$ cat src/damp_pkg.sv
package damp_pkg;

    // ************************************************************
    // Register map and field layout
    // ************************************************************
    localparam int unsigned ADDR_W = 8;
    localparam int unsigned DATA_W = 32;
    localparam int unsigned FREQ_W = 16;
    localparam int unsigned SLOTS = 4;
    localparam logic [7:0] ADDR_CTRL = 8'h00;
    localparam logic [7:0] ADDR_SLOT1 = 8'h04;
    localparam logic [7:0] ADDR_STEP = 8'h04;
    localparam logic [7:0] ADDR_STATUS = 8'h14;
    localparam logic [7:0] ADDR_NOTCH3 = 8'h18;
    localparam logic [7:0] ADDR_NOTCH4 = 8'h1C;
    localparam logic [7:0] ADDR_MEAS1 = 8'h20;
    localparam logic [7:0] ADDR_MEAS2 = 8'h24;
    localparam int unsigned CTRL_SW_LSB = 0;
    localparam int unsigned CTRL_CTL_LSB = 4;
    localparam int unsigned CTRL_AD_LSB = 8;

    // ************************************************************
    // Reset values and limits, frequencies in 0.1 Hz units
    // ************************************************************
    localparam logic [15:0] FREQ_RST = 16'h0000;
    localparam logic [15:0] FREQ_MIN = 16'h000A;
    localparam logic [15:0] FREQ_MAX = 16'h07D0;
    localparam logic [16:0] SUM_MIN = 17'h00064;
    localparam logic [16:0] SUM_CAP = 17'h007D0;
    localparam logic [15:0] NOTCH_OFF = 16'h1388;
    localparam logic [1:0] SLOT_1 = 2'h0;
    localparam logic [1:0] SLOT_2 = 2'h1;
    localparam logic [1:0] SLOT_HIGH = 2'h2;

    // ************************************************************
    // Modes
    // ************************************************************
    typedef enum logic [1:0] {
        SW_FIXED_PAIR,
        SW_ONE_INPUT,
        SW_TWO_INPUTS,
        SW_DIRECTION
    } switch_mode_e;

    typedef enum logic [1:0] {
        CTL_POSITION,
        CTL_SPEED,
        CTL_TORQUE,
        CTL_FULL_CLOSED
    } ctl_mode_e;

    typedef enum logic [2:0] {
        AD_OFF,
        AD_ONE,
        AD_TWO,
        AD_MEASURE,
        AD_CLEAR
    } adapt_mode_e;

    typedef struct packed {
        logic [15:0] shape;
        logic [15:0] freq;
    } slot_cfg_s;

    typedef struct packed {
        logic valid;
        logic [15:0] freq;
        logic [15:0] shape;
    } damp_out_s;

endpackage

$ cat src/damp_sync.sv
`timescale 1ns/1ps
module damp_sync #(
    parameter int unsigned W = 2
) (
    input wire logic pclk,
    input wire logic presetn,
    input wire logic [W-1:0] d,
    output logic [W-1:0] q
);

    // ************************************************************
    // Three-stage capture; the output follows only when the last two agree
    // ************************************************************
    genvar i;
    generate
        for (i = 0; i < W; i++) begin : g_bit
            logic s1_reg;
            logic s2_reg;
            logic s3_reg;
            logic q_reg;
            always_ff @(posedge pclk or negedge presetn) begin
                if (!presetn) begin
                    s1_reg <= 1'b0;
                    s2_reg <= 1'b0;
                    s3_reg <= 1'b0;
                end else begin
                    s1_reg <= d[i];
                    s2_reg <= s1_reg;
                    s3_reg <= s2_reg;
                end
            end
            always_ff @(posedge pclk or negedge presetn) begin
                if (!presetn) begin
                    q_reg <= 1'b0;
                end else if (s2_reg == s3_reg) begin
                    q_reg <= s3_reg;
                end
            end
            assign q[i] = q_reg;
        end
    endgenerate

endmodule

$ cat src/damp_select.sv
`timescale 1ns/1ps
// How it works
// [RULE1] Damping frequencies are held and passed on in 0.1 Hz units, unscaled.
// [RULE2] A slot is applied only when its frequency lies within 1.0 to 200 Hz.
// [RULE3] No damping in speed or torque control; only position paths are damped.
// [RULE4] Software keeps slot 1 frequency plus setting within 100 and twice frequency or 2000.
// [RULE5] A slot that is not enabled has its filter setting ignored.
// [RULE6] Mode 0 enables slots 1 and 2 regardless of inputs or direction.
// [RULE7] Mode 1: input A open gives slots 1 and 3, shorted gives 2 and 4.
// [RULE8] Mode 2: inputs A and B decode to one slot, 1 to 4.
// [RULE9] Mode 3: forward direction gives slots 1 and 3, reverse gives 2 and 4.
// [RULE10] The controller stops motion before changing parameters or selection inputs.
// [RULE11] Four independent slots, each with frequency and filter setting.
// [RULE12] Adaptive estimates from the speed loop are written into notch 3 and 4.
// [RULE13] Adaptive select: 0 off, 1 one frequency, 2 two frequencies.
// [RULE14] Adaptive select 3 measures resonance without applying it.
// [RULE15] Adaptive select 4 disables notch 3 and 4 and clears stored results.
// [RULE16] A slot frequency of zero marks the slot unused.
// [RULE17] At most two slots are applied at once.
// [RULE18] Selection inputs are synchronised; the active choice changes only at standstill.
module damp_select (
    input wire logic pclk,
    input wire logic presetn,
    input wire logic psel,
    input wire logic penable,
    input wire logic pwrite,
    input wire logic [damp_pkg::ADDR_W-1:0] paddr,
    input wire logic [damp_pkg::DATA_W-1:0] pwdata,
    output logic [damp_pkg::DATA_W-1:0] prdata,
    output logic pready,
    output logic pslverr,
    input wire logic [1:0] damp_select_inputs,
    input wire logic cmd_reverse,
    input wire logic axis_stopped,
    input wire logic est_valid,
    input wire logic est_second,
    input wire logic [damp_pkg::FREQ_W-1:0] est_freq,
    output damp_pkg::damp_out_s damp_out_a,
    output damp_pkg::damp_out_s damp_out_b,
    output logic damping_enable,
    output logic adaptive_enable,
    output logic measure_mode,
    output logic [damp_pkg::FREQ_W-1:0] notch3_center_freq,
    output logic [damp_pkg::FREQ_W-1:0] notch4_center_freq
);
    import damp_pkg::*;

    // ************************************************************
    // Bus handshake
    // ************************************************************
    logic pready_reg;
    logic pslverr_reg;
    logic [DATA_W-1:0] prdata_reg;
    logic rd_take;
    logic wr_take;
    logic hit_ctrl;
    logic hit_status;
    logic hit_notch3;
    logic hit_notch4;
    logic hit_meas1;
    logic hit_meas2;
    logic [SLOTS-1:0] hit_slot;
    logic hit_any;

    // Answer comes one cycle into the access phase; the write lands on the next edge, while pready is high.
    assign rd_take = psel && penable && !pready_reg;
    assign wr_take = psel && penable && pready_reg && pwrite;

    always_ff @(posedge pclk or negedge presetn) begin
        if (!presetn) begin
            pready_reg <= 1'b0;
        end else begin
            pready_reg <= rd_take;
        end
    end

    always_comb begin
        hit_ctrl = (paddr == ADDR_CTRL);
        hit_status = (paddr == ADDR_STATUS);
        hit_notch3 = (paddr == ADDR_NOTCH3);
        hit_notch4 = (paddr == ADDR_NOTCH4);
        hit_meas1 = (paddr == ADDR_MEAS1);
        hit_meas2 = (paddr == ADDR_MEAS2);
        for (int i = 0; i < SLOTS; i++) begin
            hit_slot[i] = (paddr == ADDR_SLOT1 + ADDR_STEP * 8'(i));
        end
        hit_any = hit_ctrl || hit_status || hit_notch3 || hit_notch4 || hit_meas1
            || hit_meas2 || (|hit_slot);
    end

    // ************************************************************
    // Parameter registers
    // ************************************************************
    switch_mode_e sw_mode_reg;
    ctl_mode_e ctl_mode_reg;
    logic [2:0] adapt_reg;
    adapt_mode_e adapt_mode;
    slot_cfg_s slot_reg [SLOTS];
    logic position_mode;
    logic torque_mode;

    assign adapt_mode = adapt_mode_e'(adapt_reg);
    assign position_mode = (ctl_mode_reg == CTL_POSITION) || (ctl_mode_reg == CTL_FULL_CLOSED);
    assign torque_mode = (ctl_mode_reg == CTL_TORQUE);

    always_ff @(posedge pclk or negedge presetn) begin
        if (!presetn) begin
            sw_mode_reg <= SW_FIXED_PAIR;
            ctl_mode_reg <= CTL_POSITION;
            adapt_reg <= AD_OFF;
        end else if (wr_take && hit_ctrl) begin
            sw_mode_reg <= switch_mode_e'(pwdata[CTRL_SW_LSB +: 2]);
            ctl_mode_reg <= ctl_mode_e'(pwdata[CTRL_CTL_LSB +: 2]);
            adapt_reg <= pwdata[CTRL_AD_LSB +: 3];
        end
    end

    genvar g;
    generate
        for (g = 0; g < SLOTS; g++) begin : g_slot
            always_ff @(posedge pclk or negedge presetn) begin
                if (!presetn) begin
                    slot_reg[g] <= '{shape: FREQ_RST, freq: FREQ_RST}; // RULE11
                end else if (wr_take && hit_slot[g]) begin
                    slot_reg[g] <= slot_cfg_s'(pwdata); // RULE1
                end
            end
        end
    endgenerate

    // ************************************************************
    // Slot choice
    // ************************************************************
    logic [1:0] sync_sel;
    logic damp_select_input_a;
    logic damp_select_input_b;
    logic [1:0] want_a;
    logic [1:0] want_b;
    logic want_use_b;
    logic [1:0] act_a_reg;
    logic [1:0] act_b_reg;
    logic use_b_reg;
    logic [SLOTS-1:0] in_band;

    damp_sync #(.W(2)) u_sync (
        .pclk(pclk),
        .presetn(presetn),
        .d(damp_select_inputs),
        .q(sync_sel)
    ); // RULE18

    assign damp_select_input_a = sync_sel[0];
    assign damp_select_input_b = sync_sel[1];

    always_comb begin
        for (int i = 0; i < SLOTS; i++) begin
            in_band[i] = (slot_reg[i].freq >= FREQ_MIN) && (slot_reg[i].freq <= FREQ_MAX); // RULE2 RULE16
        end
    end

    always_comb begin
        want_a = SLOT_1;
        want_b = SLOT_2;
        want_use_b = 1'b1;
        unique case (sw_mode_reg)
            SW_FIXED_PAIR: begin
                want_a = SLOT_1; // RULE6
                want_b = SLOT_2;
            end
            SW_ONE_INPUT: begin
                want_a = {1'b0, damp_select_input_a}; // RULE7
                want_b = SLOT_HIGH | {1'b0, damp_select_input_a};
            end
            SW_TWO_INPUTS: begin
                want_a = {damp_select_input_b, damp_select_input_a}; // RULE8
                want_use_b = 1'b0;
            end
            SW_DIRECTION: begin
                want_a = {1'b0, cmd_reverse}; // RULE9
                want_b = SLOT_HIGH | {1'b0, cmd_reverse};
            end
        endcase
    end

    // Switching while moving would step the command shaping mid-profile, so wait for standstill.
    always_ff @(posedge pclk or negedge presetn) begin
        if (!presetn) begin
            act_a_reg <= SLOT_1;
            act_b_reg <= SLOT_2;
            use_b_reg <= 1'b1;
        end else if (axis_stopped) begin
            act_a_reg <= want_a; // RULE18
            act_b_reg <= want_b;
            use_b_reg <= want_use_b;
        end
    end

    // ************************************************************
    // Applied damping, two lanes only
    // ************************************************************
    damp_out_s out_a_reg;
    damp_out_s out_b_reg;
    logic enable_reg;
    logic a_ok;
    logic b_ok;

    assign a_ok = position_mode && in_band[act_a_reg]; // RULE3
    assign b_ok = position_mode && use_b_reg && in_band[act_b_reg];

    always_ff @(posedge pclk or negedge presetn) begin
        if (!presetn) begin
            out_a_reg <= '0;
            out_b_reg <= '0;
            enable_reg <= 1'b0;
        end else begin
            enable_reg <= position_mode; // RULE3
            out_a_reg.valid <= a_ok; // RULE17
            out_a_reg.freq <= a_ok ? slot_reg[act_a_reg].freq : FREQ_RST;
            out_a_reg.shape <= a_ok ? slot_reg[act_a_reg].shape : FREQ_RST; // RULE5
            out_b_reg.valid <= b_ok;
            out_b_reg.freq <= b_ok ? slot_reg[act_b_reg].freq : FREQ_RST;
            out_b_reg.shape <= b_ok ? slot_reg[act_b_reg].shape : FREQ_RST; // RULE5
        end
    end

    // Software owns the setting range; the block only reports a breach for slot 1.
    logic [16:0] s1_sum;
    logic [16:0] s1_cap;
    logic s1_range_bad;
    always_comb begin
        s1_sum = {1'b0, slot_reg[0].freq} + {1'b0, slot_reg[0].shape};
        s1_cap = {slot_reg[0].freq, 1'b0};
        if (s1_cap > SUM_CAP) begin
            s1_cap = SUM_CAP;
        end
        s1_range_bad = in_band[0] && ((s1_sum < SUM_MIN) || (s1_sum > s1_cap)); // RULE4
    end

    // ************************************************************
    // Adaptive notch control
    // ************************************************************
    logic [FREQ_W-1:0] notch3_reg;
    logic [FREQ_W-1:0] notch4_reg;
    logic [FREQ_W-1:0] meas_reg [2];
    logic [1:0] meas_valid_reg;
    logic est_ok;
    logic est_to3;
    logic est_to4;
    logic adapt_en_reg;
    logic measure_reg;

    // Estimates are frozen in torque control so the last notch stays in force.
    assign est_ok = est_valid && !torque_mode;
    assign est_to3 = est_ok && !est_second && (adapt_mode == AD_ONE || adapt_mode == AD_TWO);
    assign est_to4 = est_ok && est_second && (adapt_mode == AD_TWO); // RULE13

    always_ff @(posedge pclk or negedge presetn) begin
        if (!presetn) begin
            notch3_reg <= NOTCH_OFF;
        end else if (adapt_mode == AD_CLEAR) begin
            notch3_reg <= NOTCH_OFF; // RULE15
        end else if (est_to3) begin
            notch3_reg <= est_freq; // RULE12
        end else if (wr_take && hit_notch3) begin
            notch3_reg <= pwdata[FREQ_W-1:0];
        end
    end

    always_ff @(posedge pclk or negedge presetn) begin
        if (!presetn) begin
            notch4_reg <= NOTCH_OFF;
        end else if (adapt_mode == AD_CLEAR) begin
            notch4_reg <= NOTCH_OFF; // RULE15
        end else if (est_to4) begin
            notch4_reg <= est_freq; // RULE12
        end else if (wr_take && hit_notch4) begin
            notch4_reg <= pwdata[FREQ_W-1:0];
        end
    end

    always_ff @(posedge pclk or negedge presetn) begin
        if (!presetn) begin
            meas_reg[0] <= FREQ_RST;
            meas_reg[1] <= FREQ_RST;
            meas_valid_reg <= 2'h0;
        end else if (adapt_mode == AD_CLEAR) begin
            meas_reg[0] <= FREQ_RST; // RULE15
            meas_reg[1] <= FREQ_RST;
            meas_valid_reg <= 2'h0;
        end else if (adapt_mode == AD_MEASURE && est_ok) begin
            meas_reg[est_second] <= est_freq; // RULE14
            meas_valid_reg[est_second] <= 1'b1;
        end
    end

    always_ff @(posedge pclk or negedge presetn) begin
        if (!presetn) begin
            adapt_en_reg <= 1'b0;
            measure_reg <= 1'b0;
        end else begin
            adapt_en_reg <= !torque_mode && (adapt_mode == AD_ONE || adapt_mode == AD_TWO);
            measure_reg <= (adapt_mode == AD_MEASURE); // RULE14
        end
    end

    // ************************************************************
    // Read data
    // ************************************************************
    logic [DATA_W-1:0] rd_mux;
    always_comb begin
        rd_mux = '0;
        if (hit_ctrl) begin
            rd_mux[CTRL_SW_LSB +: 2] = sw_mode_reg;
            rd_mux[CTRL_CTL_LSB +: 2] = ctl_mode_reg;
            rd_mux[CTRL_AD_LSB +: 3] = adapt_reg;
        end else if (hit_status) begin
            rd_mux[13:0] = {meas_valid_reg, in_band, s1_range_bad, out_b_reg.valid,
                out_a_reg.valid, act_b_reg, act_a_reg, axis_stopped};
        end else if (hit_notch3) begin
            rd_mux[FREQ_W-1:0] = notch3_reg;
        end else if (hit_notch4) begin
            rd_mux[FREQ_W-1:0] = notch4_reg;
        end else if (hit_meas1) begin
            rd_mux[FREQ_W-1:0] = meas_reg[0];
        end else if (hit_meas2) begin
            rd_mux[FREQ_W-1:0] = meas_reg[1];
        end else begin
            for (int i = 0; i < SLOTS; i++) begin
                if (hit_slot[i]) begin
                    rd_mux = slot_reg[i];
                end
            end
        end
    end

    always_ff @(posedge pclk or negedge presetn) begin
        if (!presetn) begin
            prdata_reg <= '0;
            pslverr_reg <= 1'b0;
        end else if (rd_take) begin
            prdata_reg <= pwrite ? '0 : rd_mux;
            pslverr_reg <= !hit_any;
        end else begin
            pslverr_reg <= 1'b0;
        end
    end

    assign prdata = prdata_reg;
    assign pready = pready_reg;
    assign pslverr = pslverr_reg;
    assign damp_out_a = out_a_reg;
    assign damp_out_b = out_b_reg;
    assign damping_enable = enable_reg;
    assign adaptive_enable = adapt_en_reg;
    assign measure_mode = measure_reg;
    assign notch3_center_freq = notch3_reg;
    assign notch4_center_freq = notch4_reg;
endmodule

$ cat config.mk
export PLATFORM = sky130hd
export DESIGN_NAME = damp_select
export DESIGN_NICKNAME = d
export VERILOG_FILES = /design/src/damp_pkg.sv /design/src/damp_sync.sv /design/src/damp_select.sv
export SDC_FILE = /design/constraint.sdc
export NUM_CORES = 1
export LEC_CHECK = 0
export ABC_AREA = 1
export BUFFER_PORTS_ARGS = -buffer_cell sky130_fd_sc_hd__buf_2
export CAP_MARGIN = 20
export CORE_ASPECT_RATIO = 1.25
export CORE_MARGIN = 2
export CORE_UTILIZATION = 50
export CTS_CLUSTER_DIAMETER = 120
export DETAILED_ROUTE_END_ITERATION = 8
export GPL_TIMING_DRIVEN = 0
export PLACE_DENSITY = 0.7
export SLEW_MARGIN = 10
export SYNTH_ARGS = -nofsm -noshare
export SYNTH_HDL_FRONTEND = slang
export SYNTH_SLANG_ARGS = --single-unit
$ cat constraint.sdc
create_clock -name pclk -period 3.7 [get_ports pclk]
set_input_delay 0.185 -clock pclk [delete_from_list [all_inputs] [get_ports pclk]]
set_output_delay 0.185 -clock pclk [all_outputs]
set_load 0.02 [all_outputs]
==> results.cfg, run 1 <==
[status]
status = complete, no violations

[timing]
grt_setup_unrepaired = false
finClkSkew_ns = 0.0259
slew-limit-headroom_pct = 35.6
finalSetupViolations = 0
drv_slew = 0
period_share_pct = 94.0
worstMarginPinSlew_ns = 0.966
fmax_mhz = 287
totalNegativeSetupSlack_ns = 0
hold_viol_final = 0
post-route-min-period_ns = 3.48

[floorplanning]
num_io_pins = 202
die_w_um = 168
fp.dieArea_sq_um = 35300
rows = 75
dieHeight_um = 210
core-area_sq_um = 33400
initial_utilization_pct = 50.6

[worst_setup_path]
crit_end = prdata[7]
critical_path_required_ns = 4.19
rr_worst_depth = 22
crit_slowest_cell = dfrtp_2
cp-end-kind = flip-flop
crit_path_max_fanout = 6
setup.worst_path.start = slot_reg[96]
reg2reg_from = slot_reg[96]
worstPathCellList = ha_1, fa_2, nand3_1, nand3_2, nand2_1, nand2_1, xnor2_2, inv_1, ha_1, a21o_1, nor2_1, nand2_1, nand2_1, nand2_1, nand2_1, nand3_1, nand2_1, nand2_1, nand2_1, nand3_2, nand2_2, nand2_1
r2r_end = prdata[7]
crit_type = reg -> reg
critPathArrivalTime_ns = 3.97
crit_family = simple AND/OR/NAND/NOR gates
startpoint_type = flip-flop
crit_path_max_incr_delay_ns = 0.49
cp.depth = 22
path_buf_inv = 1
crit_top_cell = nand2_1
reg2reg_slack_ns = 0.22

[power]
power.density_nw_per_um2 = 374
p_leak_nw = 10.0
p_total_mw = 7.63
peakVddDrop_uv = 330

[place]
dpl.hpwl_um = 49300
portBuffers = 201
placed_cells = 2817
gp_congestion = 0.991

[synth]
synth_area_leaders = dfrtp_1 45%, nand2_1 13%, o21ai_0 8.5%
synth_area_sq_um = 16900
yosysWarningCount = 0
synthDistinctLibCells = 56
ys_seq_area_share_pct = 47.0
synth_top_area_cell = dfrtp_1
avgSynthCellArea_sq_um = 7.76
syn_inst = 2177
synth_top_area_share_pct = 45.2
ys_seq_elements = 317

[global_routing]
grt_use_total_pct = 37.0
antenna_found_initial = 3
grt_max_degree = 99
grt_pass1_vias = 16900
grt_pass1_wl_um = 98500
grt-ovfl-total = 0

[clock_network]
cts-buffers-inserted = 31
cts_tree = done
root_buffer = clkbuf_16
clk_latency_ns = 0.61
cts_sinks = 317
cts_buffer_depth = 3
h-tree-depth = 1
clk_pin_slew_ns = 0.07

[routing]
firstDrtPassIters = 6
avgRoutedWirePerCell_um = 22.1
vias_per_cell = 5.79
dr.first_iter.drc_count = 1661
drtAntennaViolNets = 0
num_vias = 17100
routed_wl_um = 65200
drcViolationCount = 0

[cells_and_area]
fill_cells = 3021
drive_gt1_share_pct = 16.3
areaGrowthSynthToFinish_pct = 20.9
layoutNonFillerInstCount = 2946
largest_reg_flops = 128
nets = 2596
final_util_pct = 61.1

[min_path]
hold_class = in -> reg

[job]
drv_cap = 0
[cell usage after synthesis (all sizes together)]
cell,count
dfrtp,305
a41oi,3
and3,1
nand2,577
o311ai,1
maj3,2
clkbuf,63
a21oi,134
a2bb2oi,1
o21ai,320
and2,4
inv,254
nor4,6
a221oi,5
nand3,78
o221ai,10
fa,1
o2111ai,4
a31oi,16
nand4,22
ha,32
o22ai,33
nor3,19
a22oi,6
xnor2,1
a21o,1
buf,45
clkinv,1
nand3b,3
xor2,4
conb,2
nor2,173
dfstp,12
a211oi,11
or2,2
o221a,1
o21a,1
o211ai,9
o31ai,14
[layer usage]
| layer | vias to the layer above | part of all wire, % | wire length [um] | GRT usage [%] |
|---|---|---|---|---|
| met1 | 7957 | 37 | 23900 | 44.0 |
| met2 | 1027 | 45 | 29500 | 59.6 |
| met3 | 290 | 8.6 | 5610 | 5.85 |
| met5 | - | 0.020 | 13 | 0 |
| met4 | 2 | 9.6 | 6270 | 29.7 |
| li1 | 7779 | - | - | - |
[cells in the final DEF (no fill, tap or decap), drive strengths merged, types with 2 or more instances in the layout]
cell type    count
nor3            19
o22ai           33
nand3b           3
nand3           78
maj3             2
nor2           173
inv            255
a22oi            6
dfrtp          305
bufinv           6
a211oi          11
o221ai          10
and2             4
nor4             6
o2111ai          4
dfstp           12
dlygate4sd3     68
o31ai           14
o21ai          320
ha              32
conb            15
a31oi           16
o211ai           9
nand4           22
a21oi          134
clkinvlp         4
diode            2
clkbuf         107
buf            250
a221oi           5
or2              2
a41oi            3
clkinv           4
xor2             4
nand2          577
[stage by stage]
| step | instance area (sq um) | hold slack [ns] | worst slack, ns |
|---|---|---|---|
| after floorplan | 16900 | -0.111 | 0.861 |
| after global placement | 18500 | 0.296 | -3.46 |
| after detailed placement | 18600 | 0.204 | -0.0429 |
| after CTS | 20400 | 0.00377 | 0.0435 |
| after global routing | 20400 | 0.0180 | 0.0160 |
| final | 20400 | 0.0103 | 0.221 |
[layout make-up]
| cell class | count | area [sq um] | area share (%) |
|---|---|---|---|
| Sequential cell | 317 | 7950 | 38.9 |
| Multi-Input combinational cell | 1510 | 7540 | 36.9 |
| Timing Repair Buffer | 273 | 1790 | 8.75 |
| Inverter | 255 | 960 | 4.70 |
| Clock buffer | 44 | 885 | 4.33 |
| Tap cell | 423 | 529 | 2.59 |
| Buffer | 108 | 520 | 2.55 |
| Clock inverter | 14 | 249 | 1.22 |
| Antenna cell | 2 | 5.00 | 0.0245 |
[cell families (layout without fill, tap and decap cells)]
family / count (synthesis) / count (layout) / synth area share [%]
flops: 317 / 317 / 47.0
buf+inv: 363 / 694 / 8.76
other cells: 2 / 17 / 0.0444
xor+xnor: 5 / 5 / 0.259
compound gates: 570 / 570 / 18.8
simple gates: 885 / 885 / 22.5
fa+ha+maj: 35 / 35 / 2.61
[how the worst min path moves through the flow]
stage	from	depth (start not counted)	slack, ns	end
after CTS	pwdata[14]	3	0.004	notch3_center_freq[14]
after global routing	pwdata[14]	3	0.02	slot_reg[46]
after global placement	damp_select_inputs[1]	1	0.30	u_sync.g_bit[1].s1_reg
after detailed placement	presetn	1	0.20	slot_reg[20]
after floorplan	presetn	0	-0.11	act_a_reg[0]
final	pwdata[14]	3	0.01	notch3_center_freq[14]
[timing repair]
action	4_1_cts	5_1_grt
hold endpoints to repair	220	0
hold buffers	68	0
setup endpoints to repair	1	1
pin swaps	0	2
gates resized for setup	2	4
buffers inserted	0	1
[where the power goes]
part	internal (mW)	switching, mW	total, mW
sequential	3.53	0.0386	3.57
clock	2.09	1.43	3.53
combinational	0.176	0.366	0.542
[tightest hold or removal path, stage by stage]
cell     delay [ns]
buf_2          0.13
o21ai_0        0.15
o22ai_1        0.09
Note: power is estimated with default switching activity, not from simulation.
==> run 2: changes to the inputs <==
--- a/config.mk
+++ b/config.mk
@@ -15,7 +15,8 @@
 export DETAILED_ROUTE_END_ITERATION = 8
 export GPL_TIMING_DRIVEN = 0
 export PLACE_DENSITY = 0.7
-export SLEW_MARGIN = 10
+export SLEW_MARGIN = 40
 export SYNTH_ARGS = -nofsm -noshare
 export SYNTH_HDL_FRONTEND = slang
+export SYNTH_HIERARCHICAL = 1
 export SYNTH_SLANG_ARGS = --single-unit
==> results.cfg, run 2 <==
[clock_network]
cts_tree = done
clk_latency_ns = 0.55
h-tree-depth = 2
root_buffer = clkbuf_16
cts_buffer_depth = 3
cts-buffers-inserted = 35
clk_pin_slew_ns = 0.06
cts_sinks = 317

[power]
power.density_nw_per_um2 = 382
seq_power_share_pct = 46.4
power_switching_mw = 1.93
peakVddDrop_uv = 303
power.share.clock_pct = 46.0
p_leak_nw = 10.1
switching_share_pct = 25.1
p_total_mw = 7.69
power.internal_mw = 5.76
combPwrFrac_pct = 7.6

[timing]
period_share_pct = 94.4
drv_slew = 0
finClkSkew_ns = 0.0167
fmax_mhz = 286
worstMarginPinSlew_ns = 0.956
hold_viol_final = 1
whs_ns = -0.00266
grt_setup_unrepaired = false
finalSetupViolations = 0
post-route-min-period_ns = 3.49
slew-limit-headroom_pct = 36.3

[routing]
dr.first_iter.drc_count = 2153
drcViolationCount = 0
num_vias = 17500
wl_met1_um = 25000
dr.max_layer_used = met4
wl_met3_um = 5600
avgRoutedWirePerCell_um = 23.8
wl_met2_um = 32200
firstDrtPassIters = 8
drtAntennaViolNets = 0
vias_per_cell = 5.95
routed_wl_um = 70100

[synth]
ys_seq_elements = 317
synth_area_sq_um = 16700
yosysWarningCount = 6
synth_top_area_cell = dfrtp_1
avgSynthCellArea_sq_um = 7.64
synthDistinctLibCells = 58
synth_flop_cell = dfrtp_1
synth_top_area_share_pct = 45.6
ys_seq_area_share_pct = 47.5
syn_inst = 2191
synth_most_common_cell = nand2_1
synth_area_leaders = dfrtp_1 46%, nand2_1 13%, o21ai_0 11%
synth-async-reset-ratio_pct = 100
ys_top_cells_by_count = 566 x nand2_1, 356 x o21ai_0, 305 x dfrtp_1
synth_edf_count = 0

[worst_setup_path]
reg2reg_slack_ns = 0.21
critPathArrivalTime_ns = 3.91
crit_path_max_fanout = 5
critical_path_required_ns = 4.12
cp-end-kind = flip-flop
r2r_end = prdata[7]
crit_type = reg -> reg
reg2reg_from = slot_reg[96]
startpoint_type = flip-flop
rr_worst_depth = 22

[global_routing]
grt_pass1_vias = 17200
grt-ovfl-total = 0
grt_max_degree = 77
antenna_found_initial = 2
grt_use_total_pct = 40.0
grt_pass1_wl_um = 104000

[place]
portBuffers = 200
dpl.hpwl_um = 52800
gp_congestion = 1.07
place_area_sq_um = 18400

[cells_and_area]
mostFrequentLayoutCells = 564 x nand2_1, 356 x o21ai_0, 303 x dfrtp_1, 238 x inv_1, 217 x buf_2
nets = 2599
fill_cells = 3072
areaGrowthSynthToFinish_pct = 20.4
final_cell_area_sq_um = 20200
largest_reg_flops = 128
drive_gt1_share_pct = 13.9
final_common_cell = nand2_1

[min_path]
min_to = slot_reg[126]
worstHoldStart = pwdata[30]
hold_class = in -> reg
hold_depth = 3

[status]
status = complete, but fails checks
violations = negative hold slack

[floorplanning]
die_w_um = 168
num_io_pins = 202
core-area_sq_um = 32900
dieHeight_um = 209
rows = 74
fp.dieArea_sq_um = 35000
initial_utilization_pct = 50.9

[job]
drv_cap = 0
==> run 2: cell types whose count changed after synthesis, moves of 5 or more <==
cell,delta
nor2_1,+43
a2bb2oi_1,+5
o21ai_0,+68
nor2_2,-40
buf_2,-7
o21ai_1,-25
o31ai_2,-9
clkbuf_1,+19
==> run 2: how the worst max path moves through the flow <==
stage                      start             to  slack (ns)
CTS                 slot_reg[96]      prdata[7]        0.03
finish              slot_reg[96]      prdata[7]        0.21
global route        slot_reg[96]      prdata[7]        0.03
floorplan           slot_reg[96]      prdata[7]        0.87
detailed placement  slot_reg[96]      prdata[7]        0.04
global placement         presetn  damp_out_a[9]       -3.53
==> run 2: timing repair <==
action | 4_1_cts | 5_1_grt
gates resized for setup | 0 | 6
hold buffers | 54 | 0
setup endpoints to repair | 0 | 1
hold endpoints to repair | 328 | 0
setup buffers | 0 | 0
==> run 2: power groups by stage <==
stage / Combinational, mW / Sequential (mW) / Clock (mW)
floorplan: 0.179 / 3.66 / 0
global placement: 0.493 / 3.63 / 0
detailed placement: 0.514 / 3.63 / 0
CTS: 0.572 / 3.57 / 3.55
global route: 0.627 / 3.57 / 3.69
finish: 0.585 / 3.57 / 3.54
==> run 2: critical path, stage by stage (launching register included) <==
cell and delay [ns]:
dfrtp_2 0.46, ha_2 0.25, fa_1 0.44, nand3_1 0.10, nand3_1 0.16, nand2_1 0.10, nand2_1 0.11, xnor2_2 0.18
inv_1 0.07, ha_1 0.33, a21o_1 0.19, nor2_1 0.09, nand2_1 0.06, nand2_1 0.05, nand2_1 0.04, nand2_1 0.05
nand3_1 0.06, nand2_1 0.06, nand2_1 0.06, nand2_2 0.13, nand3_1 0.13, nand2_2 0.20, nand2_1 0.07
==> run 2: area by class of cell <==
cell class | count | area [sq um] | share of cell area, %
flip-flops and latches | 317 | 7950 | 39.4
multi-input cells | 1525 | 7410 | 36.8
repair buffers | 258 | 1660 | 8.24
clock buffers | 52 | 1050 | 5.22
inverters | 248 | 931 | 4.62
well taps | 418 | 523 | 2.59
plain buffers | 114 | 520 | 2.58
clock inverters | 10 | 97.6 | 0.484
diodes | 3 | 7.51 | 0.0372
==> run 2: metal layers <==
| metal | vias up | track usage (%) |
|---|---|---|
| met5 | - | 0 |
| met3 | 325 | 6.21 |
| met2 | 1122 | 65.0 |
| li1 | 7809 | - |
| met1 | 8253 | 46.3 |
| met4 | 0 | 34.8 |
==> run 2: kinds of logic (layout without fill, tap and decap cells) <==
group | after synthesis | count (layout) | synth area share, %
compound gates | 599 | 599 | 19.4
xor+xnor | 5 | 5 | 0.262
fa+ha+maj | 33 | 33 | 2.51
buf+inv | 362 | 682 | 8.64
flops | 317 | 317 | 47.5
other cells | 2 | 18 | 0.0449
simple gates | 873 | 873 | 21.7
==> run 2: metrics by stage <==
stage / setup WS, ns / std cells / setup TNS [ns] / util [%]
after CTS: 0.0260 / 2942 / 0 / 61.2
after floorplan: 0.866 / 2204 / 0 / -
final: 0.206 / 2945 / 0 / 61.3
after global placement: -3.53 / 2822 / -1085.63 / 55.7
after detailed placement: 0.0388 / 2826 / 0 / 56.1
after global routing: 0.0329 / 2942 / 0 / 61.3
